File: config.mk
export PLATFORM = sky130hd
export DESIGN_NAME = waveform_engine_flat
export DESIGN_NICKNAME = d
export VERILOG_FILES = /design/src/common/waveform_pkg.sv /design/src/common/pport_if.sv /design/src/hdl/waveform_engine.sv /design/src/flat_wrapper.sv
export SDC_FILE = /design/constraint.sdc
export NUM_CORES = 1
export LEC_CHECK = 0
export BUFFER_PORTS_ARGS = -buffer_cell sky130_fd_sc_hd__buf_2
export CORE_MARGIN = 2
export CORE_UTILIZATION = 45
export DETAILED_ROUTE_END_ITERATION = 8
export PLACE_DENSITY = 0.82
export SYNTH_ARGS = -nofsm -noshare
export SYNTH_HDL_FRONTEND = slang
export SYNTH_SLANG_ARGS = --single-unit
File: constraint.sdc
create_clock -name clk -period 3.05 [get_ports clk]
set_input_delay 0.4575 -clock clk [delete_from_list [all_inputs] [get_ports clk]]
set_output_delay 0.4575 -clock clk [all_outputs]
set_load 0.005 [all_outputs]
File: src/common/waveform_pkg.sv
// shared constants, state ids and the state table for the waveform engine
// assumes both ends and the bench import it; no process lives here
package waveform_pkg;

    // ==========================================================
    // widths
    localparam int DATA_W  = 32;
    localparam int ADDR_W  = 8;
    localparam int LEN_W   = 8;
    localparam int STATE_W = 3;
    localparam int REP_W   = 4;
    localparam int ACT_W   = 4;
    localparam int LUT_W   = 16;

    // ==========================================================
    // trigger inputs: exactly four feed every equation
    localparam int TRIG_W     = 4;
    localparam int TRIG_RD    = 0;
    localparam int TRIG_WR    = 1;
    localparam int TRIG_EOP   = 2;
    localparam int TRIG_ANYWR = 3;

    // ==========================================================
    // mirror selection
    localparam int MIRROR_MAX = 8;
    localparam int GLOBAL_MAX = 3;
    localparam int GLOBAL_CNT = 2;
    localparam int GLOBAL_POS [GLOBAL_MAX] = '{TRIG_WR, TRIG_EOP, TRIG_RD};

    // ==========================================================
    // action bit positions
    localparam int ACT_ADDR  = 0;
    localparam int ACT_DRIVE = 1;
    localparam int ACT_IN    = 2;
    localparam int ACT_CLOSE = 3;
    localparam logic [ACT_W-1:0] ACTS_NONE  = 4'h0;
    localparam logic [ACT_W-1:0] ACTS_READ  = 4'h3;
    localparam logic [ACT_W-1:0] ACTS_WRITE = 4'h4;
    localparam logic [ACT_W-1:0] ACTS_SHORT = 4'hc;
    localparam logic [ACT_W-1:0] ACTS_EMPTY = 4'h8;
    localparam logic [REP_W-1:0] REP_NONE   = 4'h0;

    // ==========================================================
    // equation truth tables, indexed by the four-bit trigger vector
    localparam logic [LUT_W-1:0] EQ_NONE       = 16'h0000;
    localparam logic [LUT_W-1:0] EQ_ALWAYS     = 16'hffff;
    localparam logic [LUT_W-1:0] EQ_RD_XOR_ANY = 16'h55aa;
    localparam logic [LUT_W-1:0] EQ_NOT_RD     = 16'h5555;
    localparam logic [LUT_W-1:0] EQ_NOT_WR     = 16'h3333;
    localparam logic [LUT_W-1:0] EQ_WR_EOP     = 16'hc0c0;
    localparam logic [LUT_W-1:0] EQ_ANY        = 16'hfefe;
    localparam logic [LUT_W-1:0] EQ_QUIET      = 16'h0101;

    // ==========================================================
    // state ids; mirror copies of the dispatch sit at read_state + {eop, wr}
    typedef enum logic [STATE_W-1:0] {
        idle_state         = 3'b000,
        split_state        = 3'b001,
        read_state         = 3'b100,
        write_state        = 3'b101,
        empty_packet_state = 3'b110,
        short_packet_state = 3'b111
    } state_id_type;

    typedef enum logic [1:0] {
        cmd_read  = 2'b00,
        cmd_write = 2'b01,
        cmd_empty = 2'b10,
        cmd_short = 2'b11
    } cmd_kind_type;

    // at most two outgoing transitions per row, each optionally mirrored
    typedef struct packed {
        logic [ACT_W-1:0] act;
        logic [REP_W-1:0] rep;
        logic [LUT_W-1:0] lut0;
        logic             mir0;
        state_id_type     dst0;
        logic [LUT_W-1:0] lut1;
        logic             mir1;
        state_id_type     dst1;
    } row_type;

    function automatic row_type table_row(input logic split, input state_id_type s);
        row_type r;
        r = '{ACTS_NONE, REP_NONE, EQ_NONE, 1'b0, idle_state, EQ_NONE, 1'b0, idle_state};
        unique case (s)
            idle_state: begin
                if (split) begin
                    r = '{ACTS_NONE, REP_NONE, EQ_ANY, 1'b0, split_state, EQ_NONE, 1'b0, idle_state};
                end else begin
                    r = '{ACTS_NONE, REP_NONE, EQ_RD_XOR_ANY, 1'b1, read_state, EQ_NONE, 1'b0, idle_state};
                end
            end
            split_state: begin
                r = '{ACTS_NONE, REP_NONE, EQ_RD_XOR_ANY, 1'b1, read_state, EQ_QUIET, 1'b0, idle_state};
            end
            read_state: begin
                r = '{ACTS_READ, REP_NONE, EQ_NOT_RD, 1'b0, idle_state, EQ_NONE, 1'b0, idle_state};
            end
            write_state: begin
                r = '{ACTS_WRITE, REP_NONE, EQ_WR_EOP, 1'b0, short_packet_state, EQ_NOT_WR, 1'b0, idle_state};
            end
            empty_packet_state: begin
                r = '{ACTS_EMPTY, REP_NONE, EQ_ALWAYS, 1'b0, idle_state, EQ_NONE, 1'b0, idle_state};
            end
            short_packet_state: begin
                r = '{ACTS_SHORT, REP_NONE, EQ_ALWAYS, 1'b0, idle_state, EQ_NONE, 1'b0, idle_state};
            end
            default: begin
                r = '{ACTS_NONE, REP_NONE, EQ_ALWAYS, 1'b0, idle_state, EQ_NONE, 1'b0, idle_state};
            end
        endcase
        return r;
    endfunction

endpackage

File: src/common/pport_if.sv
// parallel port between the bus master and the waveform engine
// assumes the bench resolves the shared data wire from the two enables
`timescale 1ns/100ps
interface pport_if
    import waveform_pkg::*;
#(
    parameter int DW = DATA_W,
    parameter int AW = ADDR_W
) ();
    logic          rd;
    logic          wr;
    logic          eop;
    logic [AW-1:0] addr;
    logic [DW-1:0] hdata;
    logic          hdata_oe;
    logic [DW-1:0] ddata;
    logic          ddata_oe;

    modport dev (
        input  rd,
        input  wr,
        input  eop,
        input  addr,
        input  hdata,
        input  hdata_oe,
        output ddata,
        output ddata_oe
    );

    modport host (
        output rd,
        output wr,
        output eop,
        output addr,
        output hdata,
        output hdata_oe,
        input  ddata,
        input  ddata_oe
    );
endinterface

File: src/hdl/waveform_engine.sv
// table-driven waveform engine: the device end of the parallel port
// assumes one clock, inputs synchronous to it, buffer on the user side
// assumes the far end holds dispatch inputs one cycle longer with SPLIT
//
// What this block does
// - each state has at most two exits
// - each equation reads at most four triggers
// - up to eight mirror copies; two of three globals used, so four reachable
// - mirrored exit picks copy from global triggers
// - mirror pairs share one equation sans globals
// - mirrored destinations never carry conflicting actions
// - idle, read alone: read state, drive data
// - idle, write alone: write state, capture data
// - idle, write with end: capture and packet_close_action
// - idle, end alone: packet_close_action empty packet
// - dispatch is four mirrors on write/end
// - dummy state adds one cycle, inputs held
// - repeat count holds state before evaluating exits
// - runs synchronously on the internal clock
// - data-in state captures a word every cycle
`timescale 1ns/100ps
module waveform_engine
    import waveform_pkg::*;
#(
    parameter int   DW    = DATA_W,
    parameter int   AW    = ADDR_W,
    parameter logic SPLIT = 1'b0
) (
    input  wire logic          clk,
    input  wire logic          rst_n,
    pport_if.dev               port,
    input  wire logic [DW-1:0] src_data,
    output logic               src_take_q,
    output logic [AW-1:0]      rd_addr_q,
    output logic [DW-1:0]      buf_data_q,
    output logic               buf_valid_q,
    output logic               buf_packet_close_action_q,
    output state_id_type       state_q
);

    // ==========================================================
    // triggers and mirror index
    logic [TRIG_W-1:0]  trig;
    logic [STATE_W-1:0] mirror_idx;

    // write-or-end lets every dispatch copy share one equation
    assign trig[TRIG_RD]    = port.rd;
    assign trig[TRIG_WR]    = port.wr;
    assign trig[TRIG_EOP]   = port.eop;
    assign trig[TRIG_ANYWR] = port.wr | port.eop;

    // ==========================================================
    // mirror index from the global triggers
    genvar g;
    generate
        for (g = 0; g < GLOBAL_MAX; g++) begin : gen_global
            if (g < GLOBAL_CNT) begin : gen_used
                assign mirror_idx[g] = trig[GLOBAL_POS[g]];
            end else begin : gen_unused
                assign mirror_idx[g] = 1'b0;
            end
        end
    endgenerate

    // ==========================================================
    // state register and repeat counter
    row_type          row;
    row_type          next_row;
    logic             fire0;
    logic             fire1;
    logic             hold;
    state_id_type     pick0;
    state_id_type     pick1;
    state_id_type     cand0 [MIRROR_MAX];
    state_id_type     cand1 [MIRROR_MAX];
    state_id_type     state_d;
    logic [REP_W-1:0] cnt_q;
    logic [REP_W-1:0] cnt_d;

    function automatic state_id_type dest(input logic mir, input state_id_type dst,
                                          input logic [STATE_W-1:0] idx);
        // copies of one mirrored target are laid out consecutively
        return mir ? state_id_type'(STATE_W'(dst) + idx) : dst;
    endfunction

    // ==========================================================
    // present row and its exits
    assign row   = table_row(SPLIT, state_q);
    assign fire0 = row.lut0[trig];
    assign fire1 = row.lut1[trig];
    assign hold  = (cnt_q != REP_NONE);

    // ==========================================================
    // mirror copies: each offers a target, the globals pick one
    generate
        for (g = 0; g < MIRROR_MAX; g++) begin : gen_copy
            // copies past the used globals are never picked
            assign cand0[g] = dest(row.mir0, row.dst0, STATE_W'(g));
            assign cand1[g] = dest(row.mir1, row.dst1, STATE_W'(g));
        end
    endgenerate

    // globals count as they stand now, so no stale copy is taken
    assign pick0 = cand0[mirror_idx];
    assign pick1 = cand1[mirror_idx];

    // ==========================================================
    // next state and repeat count
    // a pending repeat count blocks both exits
    always_comb begin
        state_d  = state_q;
        cnt_d    = cnt_q;
        if (hold) begin
            cnt_d = cnt_q - 1'b1;
        end else if (fire0) begin
            state_d = pick0;
        end else if (fire1) begin
            state_d = pick1;
        end
        next_row = table_row(SPLIT, state_d);
        if (state_d != state_q) begin
            cnt_d = next_row.rep;
        end
    end

    // ==========================================================
    // state register
    always_ff @(posedge clk or negedge rst_n) begin
        if (!rst_n) begin
            state_q <= idle_state;
            cnt_q   <= REP_NONE;
        end else begin
            state_q <= state_d;
            cnt_q   <= cnt_d;
        end
    end

    // ==========================================================
    // actions: drive is set up for the coming state, capture acts on the present one
    logic          drive_q;
    logic          drive_d;
    logic [DW-1:0] ddata_q;
    logic [DW-1:0] ddata_d;
    logic          src_take_d;
    logic [AW-1:0] rd_addr_d;
    logic [DW-1:0] buf_data_d;
    logic          buf_valid_d;
    logic          buf_packet_close_action_d;
    logic          act_addr;
    logic          act_in;
    logic          act_close;

    // ==========================================================
    // action decode of the present row
    assign act_addr  = row.act[ACT_ADDR];
    assign act_in    = row.act[ACT_IN];
    assign act_close = row.act[ACT_CLOSE];

    // action sets per state are fixed in the table so copies never clash
    always_comb begin
        drive_d      = next_row.act[ACT_DRIVE];
        ddata_d      = ddata_q;
        if (drive_d) begin
            ddata_d = src_data;
        end
        src_take_d   = drive_d;
        rd_addr_d    = rd_addr_q;
        if (act_addr) begin
            rd_addr_d = port.addr;
        end
        buf_valid_d  = act_in;
        buf_data_d   = buf_data_q;
        if (act_in) begin
            buf_data_d = port.hdata;
        end
        buf_packet_close_action_d = act_close;
    end

    // ==========================================================
    // registered outputs
    always_ff @(posedge clk or negedge rst_n) begin
        if (!rst_n) begin
            drive_q      <= 1'b0;
            ddata_q      <= '0;
            src_take_q   <= 1'b0;
            rd_addr_q    <= '0;
            buf_data_q   <= '0;
            buf_valid_q  <= 1'b0;
            buf_packet_close_action_q <= 1'b0;
        end else begin
            drive_q      <= drive_d;
            ddata_q      <= ddata_d;
            src_take_q   <= src_take_d;
            rd_addr_q    <= rd_addr_d;
            buf_data_q   <= buf_data_d;
            buf_valid_q  <= buf_valid_d;
            buf_packet_close_action_q <= buf_packet_close_action_d;
        end
    end

    // ==========================================================
    // port drive: both enables come from flops, so no glitch reaches the bus
    assign port.ddata    = ddata_q;
    assign port.ddata_oe = drive_q;

endmodule

File: src/flat_wrapper.sv
// flat-port wrapper written by rule: the top's interface ports become plain ports
module waveform_engine_flat import waveform_pkg::*;
#(
    parameter int   DW    = DATA_W,
    parameter int   AW    = ADDR_W,
    parameter logic SPLIT = 1'b0
)
  (clk, rst_n, src_data, src_take_q, rd_addr_q, buf_data_q, buf_valid_q, buf_packet_close_action_q, state_q, port_rd, port_wr, port_eop, port_addr, port_hdata, port_hdata_oe, port_ddata, port_ddata_oe);
  pport_if #(.DW(DW), .AW(AW)) port_i ();
  input  wire logic clk;
  input  wire logic rst_n;
  input  wire logic [DW-1:0] src_data;
  output logic src_take_q;
  output logic [AW-1:0] rd_addr_q;
  output logic [DW-1:0] buf_data_q;
  output logic buf_valid_q;
  output logic buf_packet_close_action_q;
  output state_id_type state_q;
  input wire logic [$bits(port_i.rd)-1:0] port_rd;
  input wire logic [$bits(port_i.wr)-1:0] port_wr;
  input wire logic [$bits(port_i.eop)-1:0] port_eop;
  input wire logic [$bits(port_i.addr)-1:0] port_addr;
  input wire logic [$bits(port_i.hdata)-1:0] port_hdata;
  input wire logic [$bits(port_i.hdata_oe)-1:0] port_hdata_oe;
  output wire logic [$bits(port_i.ddata)-1:0] port_ddata;
  output wire logic [$bits(port_i.ddata_oe)-1:0] port_ddata_oe;
  assign port_i.rd = port_rd;
  assign port_i.wr = port_wr;
  assign port_i.eop = port_eop;
  assign port_i.addr = port_addr;
  assign port_i.hdata = port_hdata;
  assign port_i.hdata_oe = port_hdata_oe;
  assign port_ddata = port_i.ddata;
  assign port_ddata_oe = port_i.ddata_oe;
  waveform_engine #(.DW(DW), .AW(AW), .SPLIT(SPLIT)) u_core (.clk(clk), .rst_n(rst_n), .port(port_i), .src_data(src_data), .src_take_q(src_take_q), .rd_addr_q(rd_addr_q), .buf_data_q(buf_data_q), .buf_valid_q(buf_valid_q), .buf_packet_close_action_q(buf_packet_close_action_q), .state_q(state_q));
endmodule
Word-level counts from Yosys, hierarchy flattened. Index checks and enable logic that the tools add are counted.

$add $sub $neg: 15. Magnitude comparators: 2. Eq/ne operators: 11. Mux-type cells: 31. Bitwise gates (word level): 2. Reduce and logical (&&, ||, !) cells: 4.

Operators with widths (number): 48-bit one-hot mux with 6 select lines (1); 46-bit one-hot mux with 6 select lines (1); 3-bit 2-to-1 mux (21); 3-bit adder, second input constant (8); 3-bit == test, second input constant (8); 3-bit binary-select mux with 3-bit select (2); 3-bit by 2-bit adder with 3-bit output, second input constant (4); 1-bit binary-select mux with 4-bit select (2); 4-bit 2-to-1 mux (2); 3-bit by 1-bit adder with 3-bit output, second input constant (2); 3-bit by 1-bit == test with 1-bit output, second input constant (2); 3-bit zero test (2); 4-bit by 5-bit less-than comparator with 1-bit output, second input constant (1); 4-bit greater-or-equal comparator, second input constant (1); 2-bit NOT with 4-bit output (1); 4-bit nonzero test (1); 4-bit by 1-bit subtractor with 4-bit output, second input constant (1); 3-bit != test (1); 1-bit 2-to-1 mux (2); 2-bit nonzero test (1); 1-bit bitwise OR (1).

Flip-flop bits (word level): 82. Output and inout bits: 79. Word-level logic and storage cells: 73.

Longest topological paths before layout. Gate-level depths: netlist of run 1.

Depth in word-level cells: 13. Mapped depth: 12.

Worst setup path after synthesis of run 1. Ideal clock, no wire load.

Kind: register to register. Start point: reg u_core.state_q[0]. End point: reg u_core.ddata_q[0] (netlist: u_core.port.ddata[0]). Arrival: 2567 ps. Path slack: 358 ps. Cell stages (with the launch flop): 13. Buffers on the path: 2. Clock period less this slack: 2692 ps. Path through: dfrtp_1 > clkbuf_8 > nand2_1 > clkinv_1 > nand2b_1 > ha_1 > nor2b_1 > o21ai_0 > o211a_1 > nor3_2 > nor3b_4 > buf_6 > mux2_4.

Cells in the longest elaborated chain, start to end: 11. Elaborated cells between the ends (all ways): 38. Those cells by class: add/sub (7); eq/ne (10); mux (19); reduce/logical (2).

Ends and longest elaborated chain: start, declared (RTL line waveform_engine.sv:38) `output state_id_type state_q`; start signal, assigned (RTL line waveform_engine.sv:130) `state_q <= idle_state;`; start signal, assigned (RTL line waveform_engine.sv:133) `state_q <= state_d;`; 3-bit == test (tied with other cells) (RTL line waveform_pkg.sv:87) `unique case (s)`; 48-bit one-hot mux with 6 select lines (*) (RTL line waveform_pkg.sv:87); 3-bit adder (tied with other cells) (RTL line waveform_engine.sv:83) `return mir ? state_id_type'(STATE_W'(dst) + idx) : dst;`; 3-bit 2-to-1 mux (RTL line waveform_engine.sv:83); 3-bit binary-select mux with 3-bit select (RTL line waveform_engine.sv:104) `assign pick0 = cand0[mirror_idx];`; 3-bit 2-to-1 mux (implied by the code) (2 in series) (RTL line waveform_engine.sv:104); 3-bit 2-to-1 mux (*) (RTL line waveform_engine.sv:115) `end else if (fire0) begin`; 3-bit 2-to-1 mux (*) (RTL line waveform_engine.sv:113) `if (hold) begin`; named net u_core.state_d[1] (RTL line waveform_engine.sv:76) `state_id_type state_d;`; 3-bit == test (tied with other cells) (RTL line waveform_pkg.sv:87); 46-bit one-hot mux with 6 select lines (*) (RTL line waveform_pkg.sv:87); end signal, assigned (RTL line waveform_engine.sv:192) `ddata_q <= ddata_d;`; end, declared (RTL line waveform_engine.sv:142) `logic [DW-1:0] ddata_q;`.

Mark *: on every way through the listed nets, which the timed path passes. The rest lies on a longest branch. The select of a mux whose other input is x is not followed. A chain may end at the register's enable or synchronous reset.

Worst setup path in the final report of run 1.
Start point: reg u_core.state_q[2]. End point: reg u_core.ddata_q[30] (netlist: u_core.port.ddata[30]).

The elaborated chain is that of the path after synthesis.

==> impl_metrics.env, run 1 <==
export IMPL_clk_pin_slew_ps=90
export IMPL_synth_cell_type_count=38
export IMPL_clk_path_buf_depth=2
export IMPL_hold_class="in -> async"
export IMPL_setup_viol=0
export IMPL_cp_slowest_cell="dfrtp_1"
export IMPL_gp_congestion=0.827
export IMPL_vias=2370
export IMPL_initialDrtViolationCount=48
export IMPL_dp_cells=477
export IMPL_path_cells="nand2_1 -> clkinv_1 -> nand2b_1 -> ha_1 -> nor2b_1 -> o21ai_0 -> o211a_1 -> nor3_2 -> nor3b_4 -> buf_12 -> mux2_2"
export IMPL_worst_skew_pair_late_latency_ps=350
export IMPL_detail_route_antenna_nets=0
export IMPL_period_minus_slack_ps=2740
export IMPL_grt_pass1_wl_mm=11.0
export IMPL_synthesis_area_um2=3500
export IMPL_synth_ff_latch_count=82
export IMPL_clock_fmax_mhz=365
export IMPL_wl_mm=6.76
export IMPL_fin_nets=466
export IMPL_io_buffers=155
export IMPL_die_w_um=92.2
export IMPL_period_share_pct=89.8
export IMPL_maxUsedRoutingLayer="met4"
export IMPL_slew_headroom_pct=33.4
export IMPL_htree_num_levels=3
export IMPL_wl_met1_mm=2.82
export IMPL_dieArea_um2=8500
export IMPL_layout_drive_gt1_share_pct=66.5
export IMPL_pin_count=157
export IMPL_met3_length_um=462
export IMPL_hold_buffers=0
export IMPL_max_slew_worst_pin_slew_ps=998
export IMPL_drc_errors=0
export IMPL_first_global_vias=2305
export IMPL_wl_met2_mm=3.38
export IMPL_arrival_ps=2970
export IMPL_leakage_nw=2.29
export IMPL_ir_drop_mv=0.478
export IMPL_required_ps=3280
export IMPL_numCtsBuffers=9
export IMPL_dr_pass1_iters=4
export IMPL_antenna_cells=0
export IMPL_ys_seq_area_share_pct=58.6
export IMPL_synth_warnings=0
export IMPL_antenna_found_initial=0
export IMPL_status="finished, final reports clean"
export IMPL_clock_sinks=82
export IMPL_vias_per_cell=4.81
export IMPL_path_class="reg -> reg"
export IMPL_root_buffer="clkbuf_8"
export IMPL_grt_max_degree=83
export IMPL_dieHeight_um=92.2
export IMPL_fin_skew_ps=16.5
export IMPL_cap_viol_max_count=0
export IMPL_layoutNonFillerInstCount=493
export IMPL_groute_usage_overall_pct=16.4
export IMPL_netlist_instances=226
export IMPL_rows=32
export IMPL_cts_tree="built"
export IMPL_setup_tns_ps=0
export IMPL_drv_slew=0
export IMPL_cts_resized_gates=0
export IMPL_start_util_pct=45.8
export IMPL_finalHoldViolCount=0
export IMPL_post_cts_buffers=0
export IMPL_grt_ovfl_total=0
export IMPL_coreArea_um2=7650
export IMPL_cp_max_fo=33
export IMPL_syn_avg_cell_area_um2=15.5
export IMPL_dp_hpwl_mm=4.91
export IMPL_syn_nets=306
export IMPL_syn2layout_area_growth_pct=30.4
export IMPL_cellPowerDensity_nw_per_um2=1050
export IMPL_end_kind="flip-flop"
export IMPL_cp_num_buf_inv=2
export IMPL_critical_path_top_delay_family="simple AND/OR/NAND/NOR gates"
export IMPL_critPathLaunchType="flip-flop"
export IMPL_avgRoutedWirePerCell_um=13.7
export IMPL_cpPeakStageDelay_ps=490
export IMPL_rsz0062_at_grt="no"
worst paths after layout:
path                       slack (ps)                    end  cells after the start                 from
setup / recovery                  310  u_core.port.ddata[30]                     11    u_core.state_q[2]
hold / removal                    260  u_core.buf_data_q[13]                      1                rst_n
setup reg to reg                  310  u_core.port.ddata[30]                     11    u_core.state_q[2]
hold reg to reg                   510    u_core.rd_addr_q[1]                      1  u_core.rd_addr_q[1]
max in group asynchronous        2130    u_core.rd_addr_q[7]                      1                rst_n
min in group clk                  330  u_core.port.ddata[23]                      2         src_data[23]
synthesized netlist by cell type, drive strengths merged:
| library cell | number | area (um^2) |
|---|---|---|
| dfrtp | 82 | 2050 |
| mux2 | 72 | 920 |
| o21ai | 8 | 40.0 |
| buf | 7 | 52.6 |
| inv | 6 | 22.5 |
| nand2 | 6 | 22.5 |
| a21oi | 4 | 20.0 |
| clkbuf | 4 | 46.3 |
| nor2 | 4 | 22.5 |
| nor3 | 4 | 25.0 |
| nor3b | 3 | 45.1 |
| or2 | 3 | 18.8 |
| ha | 2 | 25.0 |
| mux2i | 2 | 20.0 |
| nand3 | 2 | 10.0 |
| nor2b | 2 | 12.5 |
| o31ai | 2 | 28.8 |
| a21o | 1 | 7.51 |
| and2 | 1 | 6.26 |
| and3 | 1 | 7.51 |
| clkinv | 1 | 3.75 |
| nand2b | 1 | 6.26 |
| nor4 | 1 | 6.26 |
| o211a | 1 | 10.0 |
| o21ba | 1 | 10.0 |
| o21bai | 1 | 7.51 |
| o22ai | 1 | 6.26 |
| o2bb2ai | 1 | 15.0 |
| o311ai | 1 | 8.76 |
| o32a | 1 | 22.5 |
placed cells by master (no fill, tap or decap), drive strengths merged, types with 2 or more instances in the layout:
master / instances
a21oi: 4
buf: 160
clkbuf: 9
clkinvlp: 2
dfrtp: 82
ha: 2
inv: 10
mux2: 72
mux2i: 2
nand2: 6
nand3: 2
nor2: 4
nor2b: 2
nor3: 4
nor3b: 3
o21ai: 8
o31ai: 2
or2: 3
layer usage:
layer,GRT usage [%],vias up
met2,27.7,100
met4,7.09,0
li1,-,1120
met3,3.53,10
met1,20.4,1140
met5,0,-
registers in the layout, summed over array words and instances, names as in the netlist:
signal	cells
u_core.buf_data_q	32
u_core.port.ddata	32
u_core.rd_addr_q	8
u_core.cnt_q	4
u_core.state_q	3
u_core.buf_packet_close_action_q	1
u_core.buf_valid_q	1
u_core.src_take_q	1
where the power goes:
part	switching [W]	leakage [nW]	internal, W
Clock	0.000415	0.0988	0.000392
Sequential	0.000272	0.982	0.00162
Combinational	0.000803	1.21	0.00130
Total	0.00149	2.29	0.00331
area by class of cell:
| type | count | area, um^2 |
|---|---|---|
| sequential | 82 | 2050 |
| clock inverter | 7 | 82.6 |
| multi-input combinational | 126 | 1320 |
| tap | 102 | 128 |
| fill | 634 | 3080 |
| inverter | 7 | 26.3 |
| clock buffer | 9 | 124 |
| timing repair buffer | 160 | 828 |
stage by stage:
stage          util [%]  cell area, um^2  hold WS [ps]  power [W]  worst slack, ps
2_1_floorplan         -             3500           162    0.00328              358
3_3_place_gp       57.0             4360           483    0.00396              400
3_5_place_dp       57.0             4360           488    0.00405              314
4_1_cts            59.7             4560           303    0.00487              283
5_1_grt            59.7             4560           312    0.00513             92.7
6_report           59.7             4560           260    0.00479              312
kinds of logic (layout without fill, tap and decap cells):
family / after synthesis / after routing / share of synthesized area [%]
DFF: 82 / 82 / 58.6
AOI/OAI and AO/OA: 22 / 22 / 5.04
and+or+nand+nor: 28 / 28 / 5.22
muxes: 74 / 74 / 26.8
adders and majority gates: 2 / 2 / 0.715
buffers and inverters: 18 / 183 / 3.57
(Power assumes the default switching activity.)
==> run 2: changes to the inputs <==
Settings changed: CORE_UTILIZATION 45 to 40, PLACE_DENSITY 0.82 to 0.75.
==> run 2 against run 1 <==
Net effect: via count down 2.6%; core utilization down 6.5 points; hold slack better by 8.2 ps; cell count up 1.2%; critical path depth unchanged; first-iteration DRC count up 94%; fmax up 1.2%; clock power down 1%; combinational power about the same; cell area up 0.14%; total power down 0.30%; wire length up 0.64%; critical path type unchanged.
==> impl_metrics.env, run 2 (synthesis gave the netlist of run 1 again) <==
export IMPL_status="finished, final reports clean"
export IMPL_finalHoldViolCount=0
export IMPL_period_minus_slack_ps=2710
export IMPL_clk_path_buf_depth=2
export IMPL_groute_usage_overall_pct=14.9
export IMPL_dieHeight_um=97.6
export IMPL_clock_fmax_mhz=369
export IMPL_dp_slack_ps=340
export IMPL_path_cells="nand2_1 -> clkinv_1 -> nand2b_1 -> ha_1 -> nor2b_1 -> o21ai_0 -> o211a_1 -> nor3_2 -> nor3b_4 -> buf_12 -> mux2_2"
export IMPL_numCtsBuffers=9
export IMPL_cp_num_buf_inv=2
export IMPL_swShare_pct=30.6
export IMPL_rows=34
export IMPL_setup_tns_ps=0
export IMPL_required_ps=3280
export IMPL_arrival_ps=2930
export IMPL_period_share_pct=88.7
export IMPL_p_int_w=0.00332
export IMPL_htree_num_levels=3
export IMPL_p_seq_share_pct=39.3
export IMPL_wl_mm=6.80
export IMPL_ir_drop_mv=0.472
export IMPL_clk_pin_slew_ps=90
export IMPL_fin_nets=466
export IMPL_grt_ovfl_total=0
export IMPL_cp_max_fo=33
export IMPL_io_buffers=155
export IMPL_slew_headroom_pct=34.3
export IMPL_vias=2308
export IMPL_hold_buffers=0
export IMPL_cpPeakStageDelay_ps=490
export IMPL_layout_common_cells="buf_2, dfrtp_1, mux2_2"
export IMPL_avgRoutedWirePerCell_um=13.6
export IMPL_drv_slew=0
export IMPL_antenna_found_initial=0
export IMPL_post_cts_buffers=0
export IMPL_syn2layout_area_growth_pct=30.6
export IMPL_leakage_nw=2.29
export IMPL_worst_skew_pair_late_latency_ps=340
export IMPL_antenna_cells=0
export IMPL_power_switching_w=0.00146
export IMPL_grt_pass1_wl_mm=11.6
export IMPL_drc_errors=0
export IMPL_clock_sinks=82
export IMPL_dr_pass1_iters=4
export IMPL_path_class="reg -> reg"
export IMPL_end_kind="flip-flop"
export IMPL_critical_path_top_delay_family="simple AND/OR/NAND/NOR gates"
export IMPL_n_fill_cell=744
export IMPL_start_util_pct=40.7
export IMPL_max_slew_worst_pin_slew_ps=986
export IMPL_cts_resized_gates=0
export IMPL_cellPowerDensity_nw_per_um2=1050
export IMPL_comb_power_share_pct=44.1
export IMPL_setup_ws_ps=343
export IMPL_pin_count=157
export IMPL_initialDrtViolationCount=93
export IMPL_vias_per_cell=4.63
export IMPL_cts_tree="built"
export IMPL_fin_skew_ps=8.37
export IMPL_hold_class="in -> async"
export IMPL_die_w_um=97.6
export IMPL_coreArea_um2=8590
export IMPL_cap_viol_max_count=0
export IMPL_detail_route_antenna_nets=0
export IMPL_gp_congestion=0.843
export IMPL_layout_drive_gt1_share_pct=66.2
export IMPL_root_buffer="clkbuf_8"
export IMPL_critPathLaunchType="flip-flop"
export IMPL_dp_hpwl_mm=4.81
export IMPL_clockPowerShare_pct=16.6
export IMPL_grt_max_degree=83
export IMPL_dieArea_um2=9520
export IMPL_mostFrequentLayoutCell="buf_2"
export IMPL_setup_viol=0
export IMPL_rsz0062_at_grt="no"
export IMPL_cp_slowest_cell="dfrtp_1"
export IMPL_first_global_vias=2474
## run 2: changes by cell type in the layout (fill, tap and decap cells not counted)
cell / previous run / this run
clkbuf_1: 0 / 1
clkbuf_8: 9 / 10
clkinv_4: 0 / 3
clkinvlp_4: 2 / 1
inv_6: 3 / 0
inv_8: 1 / 0
## run 2: power groups by stage
stage	logic [W]	clock network (W)	registers, W
global route	0.00229	0.000878	0.00196
CTS	0.00215	0.000822	0.00188
floorplan	0.00134	0	0.00194
detailed placement	0.00215	0	0.00189
global placement	0.00209	0	0.00188
finish	0.00211	0.000796	0.00188
## run 2: final timing paths
kind                                            from               endpoint  slack (ps)  cells after the start
worst max-delay path               u_core.state_q[2]  u_core.port.ddata[30]         340                     11
worst min-delay path                           rst_n  u_core.buf_data_q[10]         270                      1
worst max register to register     u_core.state_q[2]  u_core.port.ddata[30]         340                     11
worst min register to register  u_core.buf_data_q[7]   u_core.buf_data_q[7]         500                      1
max in group asynchronous                      rst_n    u_core.rd_addr_q[4]        2140                      1
min in group clk                        src_data[27]  u_core.port.ddata[27]         340                      2
## run 2: per-layer routing
layer | vias up | GRT usage, % | part of all wire (%)
li1 | 1112 | - | -
met4 | 0 | 5.24 | 1.5
met5 | - | 0 | 0
met3 | 10 | 4.46 | 7.8
met2 | 99 | 24.6 | 48
met1 | 1087 | 18.8 | 43
## run 2: through the flow
step / instance area (um^2) / power, W / utilization [%] / cells / hold slack (ps)
after floorplan: 3500 / 0.00328 / - / 226 / 162
after global placement: 4370 / 0.00397 / 50.8 / 483 / 483
after detailed placement: 4370 / 0.00404 / 50.8 / 483 / 489
after CTS: 4570 / 0.00486 / 53.2 / 499 / 311
after global routing: 4570 / 0.00513 / 53.2 / 499 / 317
final: 4570 / 0.00478 / 53.2 / 499 / 268
## run 2: area by class of cell
type	instances	area, um^2	share of cell area [%]
inverters	7	26.3	0.575
repair buffers	160	828	18.1
clock buffers	11	141	3.09
flip-flops and latches	82	2050	44.9
clock inverters	5	63.8	1.40
well taps	108	135	2.96
multi-input cells	126	1320	29.0
==> run 3: changes to the inputs <==
--- a/config.mk
+++ b/config.mk
@@ -11,5 +11,7 @@
 export DETAILED_ROUTE_END_ITERATION = 8
 export PLACE_DENSITY = 0.75
+export SLEW_MARGIN = 25
 export SYNTH_ARGS = -nofsm -noshare
 export SYNTH_HDL_FRONTEND = slang
 export SYNTH_SLANG_ARGS = --single-unit
+export TNS_END_PERCENT = 20
==> constraint.sdc (replaced) <==
create_clock -name clk -period 3.05 [get_ports clk]
set_input_delay 0.305 -clock clk [delete_from_list [all_inputs] [get_ports clk]]
set_output_delay 0.305 -clock clk [all_outputs]
set_load 0.005 [all_outputs]
==> run 3 against run 2 <==
Net effect: critical path depth is the same; total power grew 2.0%; register-to-register slack is essentially flat; via count grew 0.35%; the run now ends with hold timing left; critical path type unchanged; die area is the same; clock power grew 13%; sequential power is essentially flat; hold slack lost 270 ps.
==> impl_metrics.env, run 3 (synthesis gave the netlist of run 1 again) <==
export IMPL_coreArea_um2=8590
export IMPL_syn2layout_area_growth_pct=31.6
export IMPL_period_minus_slack_ps=2720
export IMPL_grt_ovfl_total=0
export IMPL_hold_class="in -> async"
export IMPL_grt_pass1_wl_mm=10.8
export IMPL_numCtsBuffers=9
export IMPL_cts_resized_gates=0
export IMPL_vias=2316
export IMPL_gp_congestion=0.838
export IMPL_finalPower_w=0.00488
export IMPL_cp_max_fo=33
export IMPL_finalHoldViolCount=5
export IMPL_fin_nets=466
export IMPL_dieHeight_um=97.6
export IMPL_violations="hold timing"
export IMPL_worst_skew_pair_late_latency_ps=340
export IMPL_clk_pin_slew_ps=90
export IMPL_path_class="reg -> reg"
export IMPL_status="finished with violations"
export IMPL_cts_tree="built"
export IMPL_setup_ws_ps=331
export IMPL_clock_sinks=82
export IMPL_leakage_nw=2.31
export IMPL_pin_count=157
export IMPL_io_buffers=155
export IMPL_slew_headroom_pct=52.4
export IMPL_setup_viol=0
export IMPL_antenna_found_initial=0
export IMPL_mostFrequentLayoutCell="buf_2"
export IMPL_groute_usage_overall_pct=14.0
export IMPL_dp_slack_ps=308
export IMPL_initialDrtViolationCount=37
export IMPL_dr_pass1_iters=3
export IMPL_period_share_pct=89.2
export IMPL_clock_fmax_mhz=368
export IMPL_rsz0062_at_grt="no"
export IMPL_root_buffer="clkbuf_8"
export IMPL_max_slew_worst_pin_slew_ps=714
export IMPL_antenna_cells=0
export IMPL_detail_route_antenna_nets=0
export IMPL_die_w_um=97.6
export IMPL_cellPowerDensity_nw_per_um2=1060
export IMPL_htree_num_levels=3
export IMPL_clk_path_buf_depth=2
export IMPL_dp_hpwl_mm=4.77
export IMPL_cap_viol_max_count=0
export IMPL_setup_tns_ps=0
export IMPL_hold_buffers=0
export IMPL_first_global_vias=2291
export IMPL_ir_drop_mv=0.467
export IMPL_layout_common_cells="buf_2, dfrtp_1, mux2_2"
export IMPL_vias_per_cell=4.64
export IMPL_place_area_um2=4370
export IMPL_arrival_ps=2940
export IMPL_layout_drive_gt1_share_pct=66.5
export IMPL_start_util_pct=40.7
export IMPL_grt_max_degree=83
export IMPL_avgRoutedWirePerCell_um=13.2
export IMPL_dieArea_um2=9520
export IMPL_drc_errors=0
export IMPL_post_cts_buffers=0
export IMPL_end_kind="flip-flop"
export IMPL_required_ps=3270
export IMPL_critPathLaunchType="flip-flop"
export IMPL_rows=34
export IMPL_n_fill_cell=741
export IMPL_fin_skew_ps=10.4
export IMPL_wl_mm=6.60
export IMPL_final_cell_area_um2=4610
export IMPL_drv_slew=0
export IMPL_whs_ps=-6.27
[run 3: cell types whose count changed in the layout (fill, tap and decap cells not counted), sizes merged]
cell / change
bufinv: +1
clkinv: -2
inv: +1
[run 3: final timing paths]
| check | from | endpoint | slack, ps | cells after the start |
|---|---|---|---|---|
| max | u_core.state_q[2] | u_core.port.ddata[29] | 330 | 11 |
| min | rst_n | u_core.buf_data_q[10] | -6 | 1 |
| max reg2reg | u_core.state_q[2] | u_core.port.ddata[29] | 330 | 11 |
| min reg2reg | u_core.buf_data_q[19] | u_core.buf_data_q[19] | 510 | 1 |
| max in group asynchronous | rst_n | u_core.port.ddata[7] | 2560 | 1 |
| min in group clk | src_data[15] | u_core.port.ddata[15] | 190 | 2 |
[run 3: final cells by class]
cell class	count	area (um^2)	share of cell area, %
Sequential cell	82	2050	44.6
Inverter	7	26.3	0.570
Timing Repair Buffer	160	832	18.1
Clock inverter	5	85.1	1.85
Clock buffer	11	151	3.29
Multi-Input combinational cell	126	1320	28.7
Tap cell	108	135	2.93
[run 3: metal layers]
layer | share of wire (%) | global-route usage, %
met5 | 0 | 0
met4 | 1.3 | 5.98
met3 | 7.6 | 3.60
met2 | 48 | 23.0
met1 | 43 | 17.4
[run 3: metrics by stage]
| step | std cells | utilization, % |
|---|---|---|
| 6_report | 499 | 53.6 |
| 5_1_grt | 499 | 53.6 |
| 4_1_cts | 499 | 53.6 |
| 3_5_place_dp | 483 | 50.8 |
| 3_3_place_gp | 483 | 50.8 |
| 2_1_floorplan | 226 | - |
[run 3: power by group]
group | leakage, nW | switching [W] | total (W) | internal [W]
combinational | 1.21 | 0.000810 | 0.00211 | 0.00130
sequential | 0.982 | 0.000256 | 0.00187 | 0.00162
clock | 0.116 | 0.000386 | 0.000897 | 0.000510
total | 2.31 | 0.00145 | 0.00488 | 0.00343
[run 3: worst max-delay path, stage by stage (launching register included)]
cell and delay, ps:
dfrtp_1 500, nand2_1 110, clkinv_1 80, nand2b_1 80, ha_1 320, nor2b_1 130, o21ai_0 270, o211a_1 210
nor3_2 50, nor3b_4 210, buf_12 270, mux2_2 360
